### src/logic/ipcb_defines.vh
// Register offsets, field positions, reset values and masks for the priority bank
`ifndef IPCB_DEFINES_VH
`define IPCB_DEFINES_VH

`define IPCB_NUM_REGS       8
`define IPCB_ADDR_W         5
`define IPCB_OFS_UART2      5'h00
`define IPCB_OFS_SPI2       5'h04
`define IPCB_OFS_CAPTURE    5'h08
`define IPCB_OFS_COMPARE    5'h0C
`define IPCB_OFS_PARPORT    5'h10
`define IPCB_OFS_I2C2       5'h14
`define IPCB_OFS_EXTIRQ     5'h18
`define IPCB_OFS_RTC        5'h1C

`define IPCB_FLD_HI         12
`define IPCB_FLD_MID        8
`define IPCB_FLD_LO4        4
`define IPCB_FLD_LO0        0
`define IPCB_FIELD_RESET    3'h4
`define IPCB_SRC_EN_RESET   20'hFFFFF

`define IPCB_MASK_UART2     16'h7777
`define IPCB_MASK_SPI2      16'h0077
`define IPCB_MASK_CAPTURE   16'h7770
`define IPCB_MASK_COMPARE   16'h7777
`define IPCB_MASK_PARPORT   16'h0077
`define IPCB_MASK_I2C2      16'h0770
`define IPCB_MASK_EXTIRQ    16'h0770
`define IPCB_MASK_RTC       16'h0700

`define IPCB_RESP_OKAY      2'h0
`define IPCB_RESP_SLVERR    2'h2

`endif

### src/logic/ipcb_priority_reg.v
// One 16-bit priority register with implemented-bit mask and per-field reset
`timescale 1ns/100ps
`include "ipcb_defines.vh"

module ipcb_priority_reg #(
  parameter [15:0] IMPL_MASK = 16'hFFFF
) (
  input  wire        clock,    // System clock
  input  wire        resetn,   // Async reset, active low
  input  wire        wr_en,    // Write strobe for this register
  input  wire [15:0] wr_data,  // Write data, already merged with byte strobes
  output wire [15:0] rd_data   // Stored value, unimplemented bits zero
);

  reg [15:0] value_r;

  // Upper bit of each implemented field is one at reset, so level four
  localparam [15:0] RESET_VAL = IMPL_MASK & {4{1'b0, `IPCB_FIELD_RESET}};

  always @(posedge clock or negedge resetn) begin
    if (!resetn) begin
      value_r <= RESET_VAL;
    end else if (wr_en) begin
      value_r <= wr_data & IMPL_MASK;
    end
  end

  assign rd_data = value_r & IMPL_MASK;

endmodule

### src/logic/ipcb_bank.v
// Interrupt priority bank: AXI4-Lite slave holding eight priority registers
//
// The placing of the registers and the AXI4-Lite register port were chosen for this implementation.
`timescale 1ns/100ps
`include "ipcb_defines.vh"

module ipcb_bank (
  input  wire        clock,                   // System clock, 100 MHz
  input  wire        resetn,                  // Async reset, active low
  input  wire [4:0]  s_axi_awaddr,            // Write address
  input  wire [2:0]  s_axi_awprot,            // Write protection, unused
  input  wire        s_axi_awvalid,           // Write address valid
  output wire        s_axi_awready,           // Write address ready
  input  wire [31:0] s_axi_wdata,             // Write data
  input  wire [3:0]  s_axi_wstrb,             // Write byte strobes
  input  wire        s_axi_wvalid,            // Write data valid
  output wire        s_axi_wready,            // Write data ready
  output wire [1:0]  s_axi_bresp,             // Write response
  output wire        s_axi_bvalid,            // Write response valid
  input  wire        s_axi_bready,            // Write response ready
  input  wire [4:0]  s_axi_araddr,            // Read address
  input  wire [2:0]  s_axi_arprot,            // Read protection, unused
  input  wire        s_axi_arvalid,           // Read address valid
  output wire        s_axi_arready,           // Read address ready
  output wire [31:0] s_axi_rdata,             // Read data
  output wire [1:0]  s_axi_rresp,             // Read response
  output wire        s_axi_rvalid,            // Read data valid
  input  wire        s_axi_rready,            // Read data ready
  output wire [2:0]  uart2_tx_priority,       // Priority level toward arbiter
  output wire [2:0]  uart2_rx_priority,       // Priority level toward arbiter
  output wire [2:0]  ext_irq2_priority,       // Priority level toward arbiter
  output wire [2:0]  timer5_priority,         // Priority level toward arbiter
  output wire [2:0]  spi2_event_priority,     // Priority level toward arbiter
  output wire [2:0]  spi2_fault_priority,     // Priority level toward arbiter
  output wire [2:0]  capture5_priority,       // Priority level toward arbiter
  output wire [2:0]  capture4_priority,       // Priority level toward arbiter
  output wire [2:0]  capture3_priority,       // Priority level toward arbiter
  output wire [2:0]  compare7_priority,       // Priority level toward arbiter
  output wire [2:0]  compare6_priority,       // Priority level toward arbiter
  output wire [2:0]  compare5_priority,       // Priority level toward arbiter
  output wire [2:0]  capture6_priority,       // Priority level toward arbiter
  output wire [2:0]  parallel_port_priority,  // Priority level toward arbiter
  output wire [2:0]  compare8_priority,       // Priority level toward arbiter
  output wire [2:0]  i2c2_master_priority,    // Priority level toward arbiter
  output wire [2:0]  i2c2_slave_priority,     // Priority level toward arbiter
  output wire [2:0]  ext_irq4_priority,       // Priority level toward arbiter
  output wire [2:0]  ext_irq3_priority,       // Priority level toward arbiter
  output wire [2:0]  rtc_calendar_priority,   // Priority level toward arbiter
  output wire [19:0] source_enabled           // High where field is not 000
);

  // Write channel: address and data latched independently in either order
  reg        aw_held_r;
  reg [4:0]  aw_addr_r;
  reg        w_held_r;
  reg [31:0] w_data_r;
  reg [3:0]  w_strb_r;
  reg        bvalid_r;
  reg [1:0]  bresp_r;
  reg        rvalid_r;
  reg [31:0] rdata_r;
  reg [1:0]  rresp_r;

  wire [15:0] reg_rd [0:7];
  wire [7:0]  reg_wr;
  wire [15:0] wr_word [0:7];
  wire [15:0] reg_nxt [0:7];
  reg  [15:0] rd_word;
  reg  [19:0] src_en_r;
  wire [19:0] src_en_nxt;
  wire        wr_fire;
  wire [2:0]  wr_index;
  wire        wr_valid_addr;
  wire [2:0]  rd_index;
  wire        rd_valid_addr;
  wire        rd_fire;

  // Address word index from bits 4:2; the low two bits only feed the alignment check
  function [2:0] word_index;
    input [4:0] addr;
    begin
      word_index = addr[4:2];
    end
  endfunction

  // Unaligned byte addresses are answered as unmapped
  function addr_ok;
    input [4:0] addr;
    begin
      addr_ok = (addr[1:0] == 2'h0);
    end
  endfunction

  // Byte lanes 1:0 carry the register; the upper half of the bus word is dropped
  function [15:0] merge_bytes;
    input [15:0] old_val;
    input [31:0] data;
    input [3:0]  strb;
    begin
      merge_bytes = {(strb[1] ? data[15:8] : old_val[15:8]),
                     (strb[0] ? data[7:0]  : old_val[7:0])};
    end
  endfunction

  // Three-bit level field whose lowest bit sits at lsb
  function [2:0] field_at;
    input [15:0]  val;
    input integer lsb;
    begin
      field_at = val[lsb +: 3];
    end
  endfunction

  assign s_axi_awready = !aw_held_r && !bvalid_r;
  assign s_axi_wready  = !w_held_r && !bvalid_r;
  assign wr_fire       = aw_held_r && w_held_r && !bvalid_r;
  assign wr_index      = word_index(aw_addr_r);
  assign wr_valid_addr = addr_ok(aw_addr_r);

  always @(posedge clock or negedge resetn) begin
    if (!resetn) begin
      aw_held_r <= 1'b0;
      aw_addr_r <= 5'h00;
      w_held_r  <= 1'b0;
      w_data_r  <= 32'h0000_0000;
      w_strb_r  <= 4'h0;
      bvalid_r  <= 1'b0;
      bresp_r   <= `IPCB_RESP_OKAY;
    end else begin
      if (s_axi_awvalid && s_axi_awready) begin
        aw_held_r <= 1'b1;
        aw_addr_r <= s_axi_awaddr;
      end
      if (s_axi_wvalid && s_axi_wready) begin
        w_held_r <= 1'b1;
        w_data_r <= s_axi_wdata;
        w_strb_r <= s_axi_wstrb;
      end
      if (wr_fire) begin
        aw_held_r <= 1'b0;
        w_held_r  <= 1'b0;
        bvalid_r  <= 1'b1;
        bresp_r   <= wr_valid_addr ? `IPCB_RESP_OKAY : `IPCB_RESP_SLVERR;
      end else if (bvalid_r && s_axi_bready) begin
        bvalid_r <= 1'b0;
      end
    end
  end

  assign s_axi_bvalid = bvalid_r;
  assign s_axi_bresp  = bresp_r;

  // Each register only stores its masked bits, so stray writes are harmless
  assign reg_wr[0]  = wr_fire && wr_valid_addr && (wr_index == 3'h0);
  assign wr_word[0] = merge_bytes(reg_rd[0], w_data_r, w_strb_r) & `IPCB_MASK_UART2;
  assign reg_nxt[0] = reg_wr[0] ? wr_word[0] : reg_rd[0];
  ipcb_priority_reg #(
    .IMPL_MASK (`IPCB_MASK_UART2)
  ) reg_uart2_i (
    .clock   (clock),
    .resetn  (resetn),
    .wr_en   (reg_wr[0]),
    .wr_data (wr_word[0]),
    .rd_data (reg_rd[0])
  );

  assign reg_wr[1]  = wr_fire && wr_valid_addr && (wr_index == 3'h1);
  assign wr_word[1] = merge_bytes(reg_rd[1], w_data_r, w_strb_r) & `IPCB_MASK_SPI2;
  assign reg_nxt[1] = reg_wr[1] ? wr_word[1] : reg_rd[1];
  ipcb_priority_reg #(
    .IMPL_MASK (`IPCB_MASK_SPI2)
  ) reg_spi2_i (
    .clock   (clock),
    .resetn  (resetn),
    .wr_en   (reg_wr[1]),
    .wr_data (wr_word[1]),
    .rd_data (reg_rd[1])
  );

  assign reg_wr[2]  = wr_fire && wr_valid_addr && (wr_index == 3'h2);
  assign wr_word[2] = merge_bytes(reg_rd[2], w_data_r, w_strb_r) & `IPCB_MASK_CAPTURE;
  assign reg_nxt[2] = reg_wr[2] ? wr_word[2] : reg_rd[2];
  ipcb_priority_reg #(
    .IMPL_MASK (`IPCB_MASK_CAPTURE)
  ) reg_capture_i (
    .clock   (clock),
    .resetn  (resetn),
    .wr_en   (reg_wr[2]),
    .wr_data (wr_word[2]),
    .rd_data (reg_rd[2])
  );

  assign reg_wr[3]  = wr_fire && wr_valid_addr && (wr_index == 3'h3);
  assign wr_word[3] = merge_bytes(reg_rd[3], w_data_r, w_strb_r) & `IPCB_MASK_COMPARE;
  assign reg_nxt[3] = reg_wr[3] ? wr_word[3] : reg_rd[3];
  ipcb_priority_reg #(
    .IMPL_MASK (`IPCB_MASK_COMPARE)
  ) reg_compare_i (
    .clock   (clock),
    .resetn  (resetn),
    .wr_en   (reg_wr[3]),
    .wr_data (wr_word[3]),
    .rd_data (reg_rd[3])
  );

  assign reg_wr[4]  = wr_fire && wr_valid_addr && (wr_index == 3'h4);
  assign wr_word[4] = merge_bytes(reg_rd[4], w_data_r, w_strb_r) & `IPCB_MASK_PARPORT;
  assign reg_nxt[4] = reg_wr[4] ? wr_word[4] : reg_rd[4];
  ipcb_priority_reg #(
    .IMPL_MASK (`IPCB_MASK_PARPORT)
  ) reg_parport_i (
    .clock   (clock),
    .resetn  (resetn),
    .wr_en   (reg_wr[4]),
    .wr_data (wr_word[4]),
    .rd_data (reg_rd[4])
  );

  assign reg_wr[5]  = wr_fire && wr_valid_addr && (wr_index == 3'h5);
  assign wr_word[5] = merge_bytes(reg_rd[5], w_data_r, w_strb_r) & `IPCB_MASK_I2C2;
  assign reg_nxt[5] = reg_wr[5] ? wr_word[5] : reg_rd[5];
  ipcb_priority_reg #(
    .IMPL_MASK (`IPCB_MASK_I2C2)
  ) reg_i2c2_i (
    .clock   (clock),
    .resetn  (resetn),
    .wr_en   (reg_wr[5]),
    .wr_data (wr_word[5]),
    .rd_data (reg_rd[5])
  );

  assign reg_wr[6]  = wr_fire && wr_valid_addr && (wr_index == 3'h6);
  assign wr_word[6] = merge_bytes(reg_rd[6], w_data_r, w_strb_r) & `IPCB_MASK_EXTIRQ;
  assign reg_nxt[6] = reg_wr[6] ? wr_word[6] : reg_rd[6];
  ipcb_priority_reg #(
    .IMPL_MASK (`IPCB_MASK_EXTIRQ)
  ) reg_extirq_i (
    .clock   (clock),
    .resetn  (resetn),
    .wr_en   (reg_wr[6]),
    .wr_data (wr_word[6]),
    .rd_data (reg_rd[6])
  );

  assign reg_wr[7]  = wr_fire && wr_valid_addr && (wr_index == 3'h7);
  assign wr_word[7] = merge_bytes(reg_rd[7], w_data_r, w_strb_r) & `IPCB_MASK_RTC;
  assign reg_nxt[7] = reg_wr[7] ? wr_word[7] : reg_rd[7];
  ipcb_priority_reg #(
    .IMPL_MASK (`IPCB_MASK_RTC)
  ) reg_rtc_i (
    .clock   (clock),
    .resetn  (resetn),
    .wr_en   (reg_wr[7]),
    .wr_data (wr_word[7]),
    .rd_data (reg_rd[7])
  );

  // Read channel: one outstanding read, data registered
  assign s_axi_arready = !rvalid_r;
  assign rd_fire       = s_axi_arvalid && s_axi_arready;
  assign rd_index      = word_index(s_axi_araddr);
  assign rd_valid_addr = addr_ok(s_axi_araddr);

  // Read word select; an unaligned address returns zero
  always @* begin
    rd_word = 16'h0000;
    case (rd_index)
      3'h0:    rd_word = reg_rd[0];
      3'h1:    rd_word = reg_rd[1];
      3'h2:    rd_word = reg_rd[2];
      3'h3:    rd_word = reg_rd[3];
      3'h4:    rd_word = reg_rd[4];
      3'h5:    rd_word = reg_rd[5];
      3'h6:    rd_word = reg_rd[6];
      3'h7:    rd_word = reg_rd[7];
      default: rd_word = 16'h0000;
    endcase
    if (!rd_valid_addr) begin
      rd_word = 16'h0000;
    end
  end

  always @(posedge clock or negedge resetn) begin
    if (!resetn) begin
      rvalid_r <= 1'b0;
      rdata_r  <= 32'h0000_0000;
      rresp_r  <= `IPCB_RESP_OKAY;
    end else if (rd_fire) begin
      rvalid_r <= 1'b1;
      rdata_r  <= {16'h0000, rd_word};
      rresp_r  <= rd_valid_addr ? `IPCB_RESP_OKAY : `IPCB_RESP_SLVERR;
    end else if (rvalid_r && s_axi_rready) begin
      rvalid_r <= 1'b0;
    end
  end

  assign s_axi_rvalid = rvalid_r;
  assign s_axi_rdata  = rdata_r;
  assign s_axi_rresp  = rresp_r;

  // Field outputs come straight from the stored flops: visible the cycle after the write
  assign uart2_tx_priority      = reg_rd[0][14:12];
  assign uart2_rx_priority      = reg_rd[0][10:8];
  assign ext_irq2_priority      = reg_rd[0][6:4];
  assign timer5_priority        = reg_rd[0][2:0];
  assign spi2_event_priority    = reg_rd[1][6:4];
  assign spi2_fault_priority    = reg_rd[1][2:0];
  assign capture5_priority      = reg_rd[2][14:12];
  assign capture4_priority      = reg_rd[2][10:8];
  assign capture3_priority      = reg_rd[2][6:4];
  assign compare7_priority      = reg_rd[3][14:12];
  assign compare6_priority      = reg_rd[3][10:8];
  assign compare5_priority      = reg_rd[3][6:4];
  assign capture6_priority      = reg_rd[3][2:0];
  assign parallel_port_priority = reg_rd[4][6:4];
  assign compare8_priority      = reg_rd[4][2:0];
  assign i2c2_master_priority   = reg_rd[5][10:8];
  assign i2c2_slave_priority    = reg_rd[5][6:4];
  assign ext_irq4_priority      = reg_rd[6][10:8];
  assign ext_irq3_priority      = reg_rd[6][6:4];
  assign rtc_calendar_priority  = reg_rd[7][10:8];

  // Level code is the binary value itself; 000 removes the source from arbitration
  function lvl_on;
    input [2:0] lvl;
    begin
      lvl_on = (lvl != 3'h0);
    end
  endfunction

  // Enables come from the next register values so that they move with the levels
  assign src_en_nxt = {
    lvl_on(field_at(reg_nxt[7], `IPCB_FLD_MID)), lvl_on(field_at(reg_nxt[6], `IPCB_FLD_LO4)),
    lvl_on(field_at(reg_nxt[6], `IPCB_FLD_MID)), lvl_on(field_at(reg_nxt[5], `IPCB_FLD_LO4)),
    lvl_on(field_at(reg_nxt[5], `IPCB_FLD_MID)), lvl_on(field_at(reg_nxt[4], `IPCB_FLD_LO0)),
    lvl_on(field_at(reg_nxt[4], `IPCB_FLD_LO4)), lvl_on(field_at(reg_nxt[3], `IPCB_FLD_LO0)),
    lvl_on(field_at(reg_nxt[3], `IPCB_FLD_LO4)), lvl_on(field_at(reg_nxt[3], `IPCB_FLD_MID)),
    lvl_on(field_at(reg_nxt[3], `IPCB_FLD_HI)),  lvl_on(field_at(reg_nxt[2], `IPCB_FLD_LO4)),
    lvl_on(field_at(reg_nxt[2], `IPCB_FLD_MID)), lvl_on(field_at(reg_nxt[2], `IPCB_FLD_HI)),
    lvl_on(field_at(reg_nxt[1], `IPCB_FLD_LO0)), lvl_on(field_at(reg_nxt[1], `IPCB_FLD_LO4)),
    lvl_on(field_at(reg_nxt[0], `IPCB_FLD_LO0)), lvl_on(field_at(reg_nxt[0], `IPCB_FLD_LO4)),
    lvl_on(field_at(reg_nxt[0], `IPCB_FLD_MID)), lvl_on(field_at(reg_nxt[0], `IPCB_FLD_HI))
  };

  always @(posedge clock or negedge resetn) begin
    if (!resetn) begin
      src_en_r <= `IPCB_SRC_EN_RESET;
    end else begin
      src_en_r <= src_en_nxt;
    end
  end

  assign source_enabled = src_en_r;

endmodule

### config.mk
export PLATFORM = sky130hd
export DESIGN_NAME = ipcb_bank
export DESIGN_NICKNAME = d
export VERILOG_FILES = /design/src/logic/ipcb_priority_reg.v /design/src/logic/ipcb_bank.v
export VERILOG_INCLUDE_DIRS = /design/src /design/src/logic
export SDC_FILE = /design/constraint.sdc
export NUM_CORES = 1
export LEC_CHECK = 0
export ABC_AREA = 1
export BUFFER_PORTS_ARGS = -buffer_cell sky130_fd_sc_hd__buf_2
export CAP_MARGIN = 20
export CORE_MARGIN = 1.5
export CORE_UTILIZATION = 52
export DETAILED_ROUTE_END_ITERATION = 8
export HOLD_SLACK_MARGIN = 0.03
export PLACE_DENSITY = 0.81
export SYNTH_ARGS = -nofsm -noshare
export SYNTH_HDL_FRONTEND = slang
export SYNTH_SLANG_ARGS = --single-unit
export TNS_END_PERCENT = 1
### constraint.sdc
create_clock -name clock -period 1.8 [get_ports clock]
set_clock_uncertainty 0.15 [all_clocks]
set_input_delay 0.36 -clock clock [delete_from_list [all_inputs] [get_ports clock]]
set_output_delay 0.36 -clock clock [all_outputs]
set_load 0.01 [all_outputs]
# Word level (Yosys, flattened, before mapping)

Cells that the tools add are included.
Widths: inputs -> output; s select.

Output and inout bits: 121
Logic and storage cells: 116
Bits in registers: 126

Equality and inequality tests: 14
Muxes and demuxes: 33
Reductions and logical operators: 50

Operators by type and width:

| operator           | count |
|---|---|
| $pmux 16 s8        | 1 |
| $mux 7             | 12 |
| $reduce_bool 3->1  | 20 |
| $mux 15            | 3 |
| $mux 11            | 3 |
| $eq 3x3->1 const B | 8 |
| $logic_and 1x1->1  | 18 |
| $mux 16            | 1 |
| $eq 3x2->1 const B | 4 |
| $mux 3             | 3 |
| $mux 1             | 8 |
| $reduce_bool 2->1  | 4 |
| $eq 3x1->1 const B | 2 |
| $logic_not 3->1    | 2 |
| $logic_not 1->1    | 4 |
| $logic_not 2->1    | 2 |
| $mux 2             | 2 |

# Depth between registers and ports, before layout

Gate-level depths: netlist (run 1).

Depth in word-level cells: 6
Depth in mapped cells: 9

# Cells and area by module

A second synthesis (run 1) with hierarchy kept.

Cells, all modules: 1063
Area total of the unflattened synthesis: 7697.4 µm²

Modules (own cells, without submodules):

| module                                | times used | area an instance (µm²) | seq. area each (µm²) | cells an instance |
|---|---|---|---|---|
| ipcb_bank                             | 1          | 4875.9                 | 1551.5               | 734 |
| ipcb_priority_reg (reg_extirq_i ...)  | 4          | 302.8                  | 152.6                | 36 |
| ipcb_priority_reg (reg_compare_i ...) | 2          | 496.7                  | 305.3                | 56 |
| ipcb_priority_reg (reg_capture_i)     | 1          | 401.6                  | 229.0                | 46 |
| ipcb_priority_reg (reg_rtc_i)         | 1          | 215.2                  | 76.3                 | 27 |

# Worst setup path before layout (run 1)

OpenSTA, ideal clock, no wires.

Kind: reg-to-reg
From: register bvalid_r, in the netlist s_axi_bvalid
To: register src_en_r[13], in the netlist source_enabled[13]
Setup slack: 164 ps
Period minus slack after synthesis: 1636 ps
Stages on the path, launching flop included: 10
Path buffers: 2
Arrival time: 1426 ps
Path through: dfrtp_1 -> inv_1 -> nand3_1 -> nor2_2 -> buf_4 -> buf_2 -> nand3_1 -> nand2_1 -> nor2_1 -> nand2_1

Longest elaborated chain between the ends: 6

RTL lines:

| element                         | line            | source |
|---|---|---|
| start, declared                 | ipcb_bank.v:58  | `reg bvalid_r;` |
| start signal, assigned          | ipcb_bank.v:127 | `bvalid_r <= 1'b0;` |
| start signal, assigned          | ipcb_bank.v:142 | `bvalid_r <= 1'b1;` |
| start signal, assigned          | ipcb_bank.v:145 | `bvalid_r <= 1'b0;` |
| $logic_not 1->1                 | ipcb_bank.v:116 | `assign wr_fire = aw_held_r && w_held_r && !bvalid_r;` |
| $logic_and 1x1->1               | ipcb_bank.v:116 |  |
| $logic_and 1x1->1 (2 in series) | ipcb_bank.v:206 | `assign reg_wr[4] = wr_fire && wr_valid_addr && (wr_index == 3'h4);` |
| $mux 7                          | ipcb_bank.v:208 | `assign reg_nxt[4] = reg_wr[4] ? wr_word[4] : reg_rd[4];` |
| $reduce_bool 3->1               | ipcb_bank.v:327 | `lvl_on = (lvl != 3'h0);` |
| net src_en_nxt[13]              | ipcb_bank.v:70  | `wire [19:0] src_en_nxt;` |
| end signal, assigned            | ipcb_bank.v:347 | `` src_en_r <= `IPCB_SRC_EN_RESET; `` |
| end signal, assigned            | ipcb_bank.v:349 | `src_en_r <= src_en_nxt;` |
| end, declared                   | ipcb_bank.v:69  | `reg [19:0] src_en_r;` |

The timed path passes the listed nets, and every way through them passes these cells.
A chain may end at the register's enable or synchronous reset.

# Final worst setup path (run 1)

From: register bvalid_r, in the netlist s_axi_bvalid
To: output port s_axi_awready

Longest elaborated chain between the ends: 2

RTL lines:

| element           | line            | source |
|---|---|---|
| $logic_not 1->1   | ipcb_bank.v:114 | `assign s_axi_awready = !aw_held_r && !bvalid_r;` |
| $logic_and 1x1->1 | ipcb_bank.v:114 |  |
| end, declared     | ipcb_bank.v:13  | `output wire s_axi_awready,` |

No other way between the ends.

==> impl_metrics.py, run 1 <==
metrics = {
    "logic_synthesis": {
        "netlist_top_cells_area": "dfrtp_1 33%, dfstp_2 18%, nand2_1 16%",
        "yosysWarningCount": 0,
        "synthCells": 727,
        "ys_seq_elements": 117,
        "ys_types": 25,
        "syn_area_per_cell_sq_um": 7.98,
        "synth_largest_area_cell": "dfrtp_1",
        "syn-cell-area_sq_um": 5800,
        "yosysTopAreaCellShare": 0.332,
        "yosysSeqAreaShare": 0.513,
    },
    "placement": {
        "gp_congestion": 0.886,
        "io_buffers": 129,
        "hpwl_microns": 11000,
        "dp_cells": 998,
        "post-place-ws_ns": -0.169,
    },
    "worst_setup_path": {
        "r2r-end": "source_enabled[6]",
        "worstPathMaxFanout": 3,
        "ff2ff_setup_slack_ns": 0.09,
        "cp.arrival_ns": 1.30,
        "reg2reg_depth": 8,
        "criticalPathCategory": "register to output pin",
        "critPathRequiredTime_ns": 1.29,
        "endpoint": "s_axi_awready",
        "reg2reg_from": "s_axi_bvalid",
        "critPathMaxStageDelay_ns": 0.38,
        "crit_path_end_kind": "output pin",
        "crit_path_start": "s_axi_bvalid",
        "cp-start-kind": "register",
        "cpMaxStageDelayCell": "dfrtp_1",
        "worstPathCellList": "buf_4 -> nor2_2 -> buf_2",
    },
    "routing": {
        "drc_errors": 0,
        "drt-total-wl_microns": 16200,
        "first_pass_iters": 6,
        "num_vias": 5536,
        "drtIter0Drc": 408,
        "wl_per_cell_microns": 15.3,
        "ant_nets": 0,
        "vias_per_cell": 5.23,
    },
    "clock_tree": {
        "cts_inserted_buffers": 17,
        "clock_sink_count": 117,
        "cts_tree": "yes",
        "htree_levels": 4,
        "clockBufferDepth": 2,
        "cts-root-buf": "clkbuf_8",
        "worst_skew_pair.late_latency_ns": 0.52,
        "clk_pin_slew_ns": 0.06,
    },
    "global_route": {
        "antenna_found_initial": 0,
        "gr-usage-all-layers": 0.285,
        "grt.overflow.total": 0,
        "grt_max_degree": 32,
        "first_global_vias": 5212,
        "grt_pass1_wl_microns": 25500,
    },
    "run": {
        "drv_cap": 0,
    },
    "power": {
        "vdd_ir_drop_max_mv": 0.840,
        "p_per_area_nw_per_um2": 1430,
        "p_leak_nw": 4.20,
    },
    "die": {
        "die_x_microns": 109,
        "die_h_microns": 109,
        "placementRows": 38,
        "coreArea_sq_um": 10800,
        "die_area_sq_um": 11800,
        "io_pins": 180,
        "start_util": 0.535,
    },
    "run_status": {
        "violations": "setup timing",
        "status": "finished with violations",
    },
    "timing": {
        "min_period_ns": 1.81,
        "finalSetupViolations": 1,
        "rsz0062_at_grt": "yes",
        "hold_violations": 0,
        "fmax_ghz": 0.553,
        "drv_slew": 0,
        "finalCritPeriodShare": 1.01,
        "setup_ws_ns": -0.00981,
    },
    "worst_hold_path": {
        "hold_path_class": "input pin to register",
    },
    "cells_and_area": {
        "fin_nets": 964,
        "instances_no_fill": 1058,
        "drive_gt1_frac": 0.302,
        "antenna_cells": 0,
        "area.growth.synth_to_final_pct": 31.2,
    },
}
==> layer usage <==
| layer | share of wire | vias to the layer above | global-route usage |
|---|---|---|---|
| met5 | 0 | - | 0 |
| met4 | 0.023 | 0 | 0.117 |
| li1 | - | 2649 | - |
| met2 | 0.48 | 271 | 0.475 |
| met3 | 0.079 | 30 | 0.0598 |
| met1 | 0.41 | 2586 | 0.361 |
==> how the worst min path moves through the flow <==
stage / end / slack (ns) / cells after the start / from
5_1_grt: s_axi_rresp[1] / 0.12 / 4 / s_axi_araddr[0]
2_1_floorplan: aw_addr_r[0] / -0.09 / 0 / resetn
3_3_place_gp: w_data_r[6] / 0.19 / 1 / resetn
3_5_place_dp: w_data_r[6] / 0.19 / 1 / resetn
6_report: s_axi_rresp[1] / 0.10 / 4 / s_axi_araddr[0]
4_1_cts: s_axi_rresp[1] / 0.1 / 4 / s_axi_araddr[0]
==> worst max-delay path, delay by kind of cell (launching register included) <==
family                 cells  cell delay (ns)
DFF                        1             0.38
buffers and inverters      2             0.30
and+or+nand+nor            1             0.10
==> flip-flops by register name, summed over array words and instances, names as in the netlist, 2 cells and up <==
register	cells
reg_i2c2_i.value_r	6
reg_rtc_i.value_r	3
w_strb_r	2
reg_spi2_i.value_r	6
reg_capture_i.value_r	9
s_axi_rdata	12
reg_compare_i.value_r	12
source_enabled	20
reg_parport_i.value_r	6
reg_extirq_i.value_r	6
w_data_r	12
reg_uart2_i.value_r	12
aw_addr_r	5
==> through the flow <==
stage / hold slack [ns] / utilization / setup TNS, ns / total power, mW / cell area [sq um]
3_3_place_gp: 0.185 / 0.620 / -0.115 / 7.39 / 6730
6_report: 0.100 / 0.702 / -0.00981 / 10.9 / 7610
2_1_floorplan: -0.0856 / - / 0 / 6.14 / 5880
4_1_cts: 0.0972 / 0.697 / 0 / 10.8 / 7560
3_5_place_dp: 0.188 / 0.620 / -0.587 / 7.49 / 6730
5_1_grt: 0.121 / 0.702 / -0.208 / 11.5 / 7610
==> cell usage after synthesis (all sizes together) <==
master  count
or2         4
nor3        3
nand4      25
dfrtp      77
clkbuf     16
a21oi      29
o211ai      7
nor2       60
conb        1
nand3      57
buf        37
mux2       12
nand2     255
o21ai      43
inv        61
dfstp      40
==> cell type report <==
type / count / area [sq um]
clock buffers: 22 / 453
clock inverters: 10 / 108
fillers: 837 / 3230
inverters: 61 / 229
multi-input cells: 517 / 2410
flip-flops and latches: 117 / 2980
well taps: 140 / 175
repair buffers: 191 / 1260
==> power by group <==
group	internal (mW)	switching (mW)	leakage (nW)
logic	1.30	2.28	2.51
clock network	2.03	1.16	0.271
registers	3.49	0.645	1.42
==> cell usage in the layout (no fill, tap or decap), drive strengths merged, types with 7 or more instances in the layout <==
cell and instances:
nand2 255, dlygate4sd3 23, o21ai 43, nor2 60, mux2 12, nand4 25, dfstp 40, dfrtp 77
conb 22, o211ai 7, a21oi 29, clkbuf 22, inv 61, nand3 57, buf 168
==> cells by family (layout without fill, tap and decap cells) <==
kind of cell / Yosys count / after routing / synth area share
other: 1 / 22 / 0.000646
muxes: 12 / 12 / 0.0233
DFF: 117 / 117 / 0.513
AOI/OAI and AO/OA: 79 / 79 / 0.0712
buffers and inverters: 114 / 284 / 0.0934
and+or+nand+nor: 404 / 404 / 0.298
==> repair_timing <==
item,CTS,global route
hold buffers,23,0
endpoints found under the setup margin,20,29
pin swaps,1,2
hold endpoints to repair,89,0
resized for setup,3,16
buffers inserted,5,0
Power figures use the tool's default switching activity.
==> inputs of run 2 (changes only) <==
CORE_ASPECT_RATIO = 1.1   (was not set)
==> run 2 against run 1 <==
The run now ends clean. Utilization shrank 1.4 points. Sequential share of layout area increased by 0.53 points. Flip-flop and latch count did not move. Count of clock-buffer cells in the layout fell by 1. Cell area down 1.4%. First-iteration DRC count down 22%. Hold slack lost 0.067 ns. Combinational power fell by 3%. Setup slack better by 0.060 ns. Largest power group unchanged. Highest routed layer unchanged.
==> impl_metrics.py, run 2 (synthesized netlist as in run 1, its figures left out) <==
metrics = {
    "die": {
        "die_area_sq_um": 11800,
        "io_pins": 180,
        "die_x_microns": 104,
        "placementRows": 40,
        "coreArea_sq_um": 10900,
        "start_util": 0.532,
        "die_h_microns": 114,
    },
    "clock_tree": {
        "clockBufferDepth": 2,
        "cts-root-buf": "clkbuf_16",
        "cts_tree": "yes",
        "cts_inserted_buffers": 17,
        "clock_sink_count": 117,
        "clk_pin_slew_ns": 0.06,
        "htree_levels": 4,
        "worst_skew_pair.late_latency_ns": 0.42,
    },
    "worst_setup_path": {
        "cpMaxStageDelayCell": "dfrtp_1",
        "criticalPathCategory": "register to register",
        "crit_path_end_kind": "register",
        "cp.arrival_ns": 1.96,
        "worstPathCellList": "inv_1 -> nand3_2 -> nor2_4 -> buf_12 -> nand2_4 -> o21ai_0 -> inv_1 -> nand2_1",
        "worstPathMaxFanout": 16,
        "cp-start-kind": "register",
        "crit_path_start": "s_axi_bvalid",
        "critPathRequiredTime_ns": 2.01,
        "reg2reg_from": "s_axi_bvalid",
        "crit_top_cell": "inv_1",
        "critPathMaxStageDelay_ns": 0.37,
    },
    "placement": {
        "hpwl_microns": 10600,
        "io_buffers": 129,
        "dp_cells": 1004,
        "post-place-ws_ns": -0.0812,
        "gp_congestion": 0.913,
        "placed_area_sq_um": 6690,
    },
    "run_status": {
        "status": "complete, no violations",
    },
    "cells_and_area": {
        "fin_nets": 948,
        "instances_no_fill": 1049,
        "utilization": 0.688,
        "drive_gt1_frac": 0.300,
        "mostFrequentLayoutCells": "246 x nand2_1, 128 x buf_2, 77 x dfrtp_1, 59 x inv_1, 56 x nand3_1",
        "design_area_sq_um": 7500,
        "largest_reg_flops": 20,
        "antenna_cells": 0,
        "area.growth.synth_to_final_pct": 29.4,
        "mostFrequentLayoutCell": "nand2_1",
    },
    "timing": {
        "drv_slew": 0,
        "fmax_ghz": 0.572,
        "setup_ws_ns": 0.0504,
        "min_period_ns": 1.75,
        "hold_violations": 0,
        "finalSetupViolations": 0,
        "finalCritPeriodShare": 0.972,
        "rsz0062_at_grt": "yes",
    },
    "run": {
        "drv_cap": 0,
    },
    "routing": {
        "first_pass_iters": 5,
        "vias_per_cell": 5.14,
        "drt-total-wl_microns": 15100,
        "wl_met3_microns": 1110,
        "met2_length_microns": 7150,
        "top_layer": "met4",
        "drc_errors": 0,
        "drt-met1-wl_microns": 6170,
        "wl_per_cell_microns": 14.3,
        "num_vias": 5389,
        "drtIter0Drc": 320,
        "ant_nets": 0,
    },
    "power": {
        "finalPower_mw": 11.2,
        "p_per_area_nw_per_um2": 1500,
        "vdd_ir_drop_max_mv": 1.08,
        "p_leak_nw": 4.14,
    },
    "global_route": {
        "grt.overflow.total": 0,
        "grt_pass1_wl_microns": 24000,
        "first_global_vias": 5037,
        "gr-usage-all-layers": 0.261,
        "antenna_found_initial": 0,
        "grt_max_degree": 71,
    },
    "worst_hold_path": {
        "hold_path_class": "input pin to register",
        "min-delay-start": "s_axi_wdata[6]",
    },
}
==> run 2: cell types whose count changed in the layout (fill, tap and decap cells not counted), sizes merged <==
| cell | before | now |
|---|---|---|
| clkinv | 5 | 4 |
| dlygate4sd3 | 23 | 11 |
| buf | 168 | 164 |
| bufinv | 2 | 4 |
| clkbuf | 22 | 21 |
==> run 2: power by group <==
group	leakage, nW	internal, mW	switching [mW]
clock network	0.305	2.43	1.19
registers	1.42	3.48	0.623
logic	2.41	1.30	2.21
==> run 2: path summary, 6_finish.rpt <==
| kind | endpoint | slack (ns) | cells after the start |
|---|---|---|---|
| worst max-delay path | source_enabled[9] | 0.05 | 8 |
| worst min-delay path | w_data_r[6] | 0.03 | 2 |
| worst max register to register | source_enabled[9] | 0.05 | 8 |
| worst min register to register | s_axi_rdata[9] | 0.32 | 2 |
| max in group asynchronous | source_enabled[1] | 0.79 | 3 |
| min in group asynchronous | w_data_r[5] | 0.33 | 3 |
==> run 2: layer usage <==
| layer | GRT usage | vias to the layer above |
|---|---|---|
| met4 | 0.156 | 0 |
| met1 | 0.322 | 2489 |
| met5 | 0 | - |
| met3 | 0.0543 | 50 |
| met2 | 0.429 | 239 |
| li1 | - | 2611 |
==> run 2: cell type report <==
cell class | instances | area [sq um]
inverter | 61 | 229
timing repair buffer | 175 | 1070
clock inverter | 11 | 174
clock buffer | 21 | 470
tap | 147 | 184
fill | 894 | 3410
sequential | 117 | 2980
multi-input combinational | 517 | 2390
==> run 2: critical path: cells and delay by family (launching register included) <==
kind / cells / cell delay, ns
AND/OR/NAND/NOR: 4 / 0.57
flip-flops: 1 / 0.37
buffers and inverters: 3 / 0.32
AO/OA/AOI/OAI: 1 / 0.27
==> run 2: repair_timing <==
| action | CTS | global route |
|---|---|---|
| resized for setup | 4 | 10 |
| pin swaps | 0 | 1 |
| endpoints found under the setup margin | 7 | 19 |
| endpoints found under the hold margin | 90 | 0 |
| hold buffers | 11 | 0 |
| setup buffers | 0 | 3 |
==> run 2: stage by stage <==
stage / hold WS, ns / setup TNS, ns
3_5_place_dp: 0.217 / -0.113
3_3_place_gp: 0.216 / -0.00103
2_1_floorplan: -0.0856 / 0
6_report: 0.0326 / 0
4_1_cts: 0.0325 / -0.0519
5_1_grt: 0.0405 / -0.0766
==> inputs of run 3 (changes only) <==
RECOVER_POWER = 25   (was not set)
==> run 3 against run 2 <==
Cell count unchanged. First-iteration DRC count increased by 24%. Setup slack about the same. Largest power group unchanged.
==> impl_metrics.py, run 3 (synthesized netlist as in run 1, its figures left out) <==
metrics = {
    "timing": {
        "setup_ws_ns": 0.0500,
        "tightest_slew_ns": 1.01,
        "finalSetupViolations": 0,
        "fmax_ghz": 0.571,
        "min_period_ns": 1.75,
        "hold_violations": 0,
        "rsz0062_at_grt": "yes",
        "finalCritPeriodShare": 0.972,
        "max_slew_margin": 0.327,
        "drv_slew": 0,
        "setup_tns_ns": 0,
    },
    "clock_tree": {
        "htree_levels": 4,
        "cts_tree": "yes",
        "cts_inserted_buffers": 17,
        "clk_pin_slew_ns": 0.06,
        "clock_sink_count": 117,
        "worst_skew_pair.late_latency_ns": 0.42,
        "cts-root-buf": "clkbuf_16",
        "clockBufferDepth": 2,
    },
    "worst_hold_path": {
        "min-delay-start": "s_axi_wdata[6]",
        "hold_path_class": "input pin to register",
        "worstHoldPathCells": 2,
        "whs_endpoint": "w_data_r[6]",
    },
    "worst_setup_path": {
        "crit_top_cell": "inv_1",
        "crit_path_end_kind": "register",
        "cpMaxStageDelayCell": "dfrtp_1",
        "ff2ff_setup_slack_ns": 0.05,
        "reg2reg_depth": 8,
        "worstPathCellList": "inv_1 -> nand3_2 -> nor2_4 -> buf_12 -> nand2_4 -> o21ai_0 -> inv_1 -> nand2_1",
        "critPathMaxStageDelay_ns": 0.37,
        "cp.arrival_ns": 1.96,
        "reg2reg_from": "s_axi_bvalid",
        "worstPathMaxFanout": 16,
        "cp.depth": 8,
        "criticalPathCategory": "register to register",
        "cp-start-kind": "register",
        "cp_num_buf_inv": 3,
        "r2r-end": "source_enabled[9]",
        "cpLargestDelayFamily": "simple AND/OR/NAND/NOR gates",
        "critPathRequiredTime_ns": 2.01,
    },
    "routing": {
        "drtIter0Drc": 398,
        "first_pass_iters": 5,
        "vias_per_cell": 5.17,
        "drt-total-wl_microns": 15100,
        "num_vias": 5423,
        "wl_per_cell_microns": 14.4,
        "drc_errors": 0,
        "ant_nets": 0,
    },
    "power": {
        "p_leak_nw": 4.13,
        "vdd_ir_drop_max_mv": 1.08,
        "p_per_area_nw_per_um2": 1500,
        "finalPower_mw": 11.2,
    },
    "placement": {
        "dp_cells": 1004,
        "io_buffers": 129,
        "post-place-ws_ns": -0.0812,
        "hpwl_microns": 10600,
        "gp_congestion": 0.913,
    },
    "global_route": {
        "grtUsageMet2": 0.429,
        "first_global_vias": 5037,
        "grt_max_degree": 71,
        "grt_use_met1": 0.322,
        "grt.overflow.total": 0,
        "antenna_found_initial": 0,
        "top_usage_layer": "met2",
        "gr-usage-all-layers": 0.261,
        "use_met3": 0.0543,
        "grt_pass1_wl_microns": 24000,
    },
    "cells_and_area": {
        "area.growth.synth_to_final_pct": 28.9,
        "largest_reg_flops": 20,
        "antenna_cells": 0,
        "drive_gt1_frac": 0.300,
        "mostFrequentLayoutCell": "nand2_1",
        "nFillCells": 898,
        "fin_nets": 948,
        "instances_no_fill": 1049,
        "mostFrequentLayoutCells": "246 x nand2_1, 129 x buf_2, 77 x dfrtp_1, 59 x inv_1, 56 x nand3_1",
    },
    "die": {
        "coreArea_sq_um": 10900,
        "io_pins": 180,
        "die_area_sq_um": 11800,
        "die_h_microns": 114,
        "start_util": 0.532,
        "placementRows": 40,
        "die_x_microns": 104,
    },
    "run": {
        "drv_cap": 0,
    },
    "run_status": {
        "status": "complete, no violations",
    },
}
## run 3: cell types whose count changed in the layout (fill, tap and decap cells not counted), sizes merged
| cell | previous run | this run |
|---|---|---|
| buf | 164 | 163 |
| clkbuf | 21 | 22 |
## run 3: power by group
group / total [mW] / switching (mW) / internal, mW
registers: 4.11 / 0.629 / 3.48
clock network: 3.61 / 1.19 / 2.43
logic: 3.50 / 2.21 / 1.29
total: 11.2 / 4.03 / 7.20
## run 3: layout make-up
type	count	area, sq um	share of cell area
clock buffer	21	470	0.0629
multi-input combinational	517	2390	0.320
tap	147	184	0.0246
clock inverter	11	174	0.0233
inverter	61	229	0.0306
sequential	117	2980	0.398
timing repair buffer	175	1050	0.140
## run 3: timing repair
| item | in CTS | in global routing |
|---|---|---|
| pin swaps | 0 | 1 |
| hold endpoints to repair | 90 | 0 |
| cloned | 0 | 0 |
| setup buffers | 0 | 3 |
| gates resized for setup | 4 | 10 |
| setup endpoints to repair | 7 | 19 |
| hold buffers | 11 | 0 |
## run 3: worst max-delay path by stage
stage / from / end / slack, ns
floorplan: s_axi_bvalid / source_enabled[13] / 0.16
finish: s_axi_bvalid / source_enabled[9] / 0.05
global route: s_axi_bvalid / source_enabled[11] / -0.03
global placement: s_axi_bvalid / source_enabled[7] / -0.001
CTS: s_axi_bvalid / source_enabled[9] / -0.05
detailed placement: s_axi_bvalid / source_enabled[7] / -0.08
## run 3: stage by stage
step / instance area, sq um / util / hold slack (ns)
2_1_floorplan: 5880 / - / -0.0856
3_3_place_gp: 6690 / 0.613 / 0.216
3_5_place_dp: 6690 / 0.613 / 0.217
4_1_cts: 7450 / 0.682 / 0.0325
5_1_grt: 7480 / 0.685 / 0.0405
6_report: 7480 / 0.685 / 0.0327
## run 3: per-layer routing
metal | part of all wire | vias up
li1 | - | 2614
met2 | 0.47 | 250
met1 | 0.41 | 2506
met5 | 0 | -
met3 | 0.076 | 53
met4 | 0.039 | 0
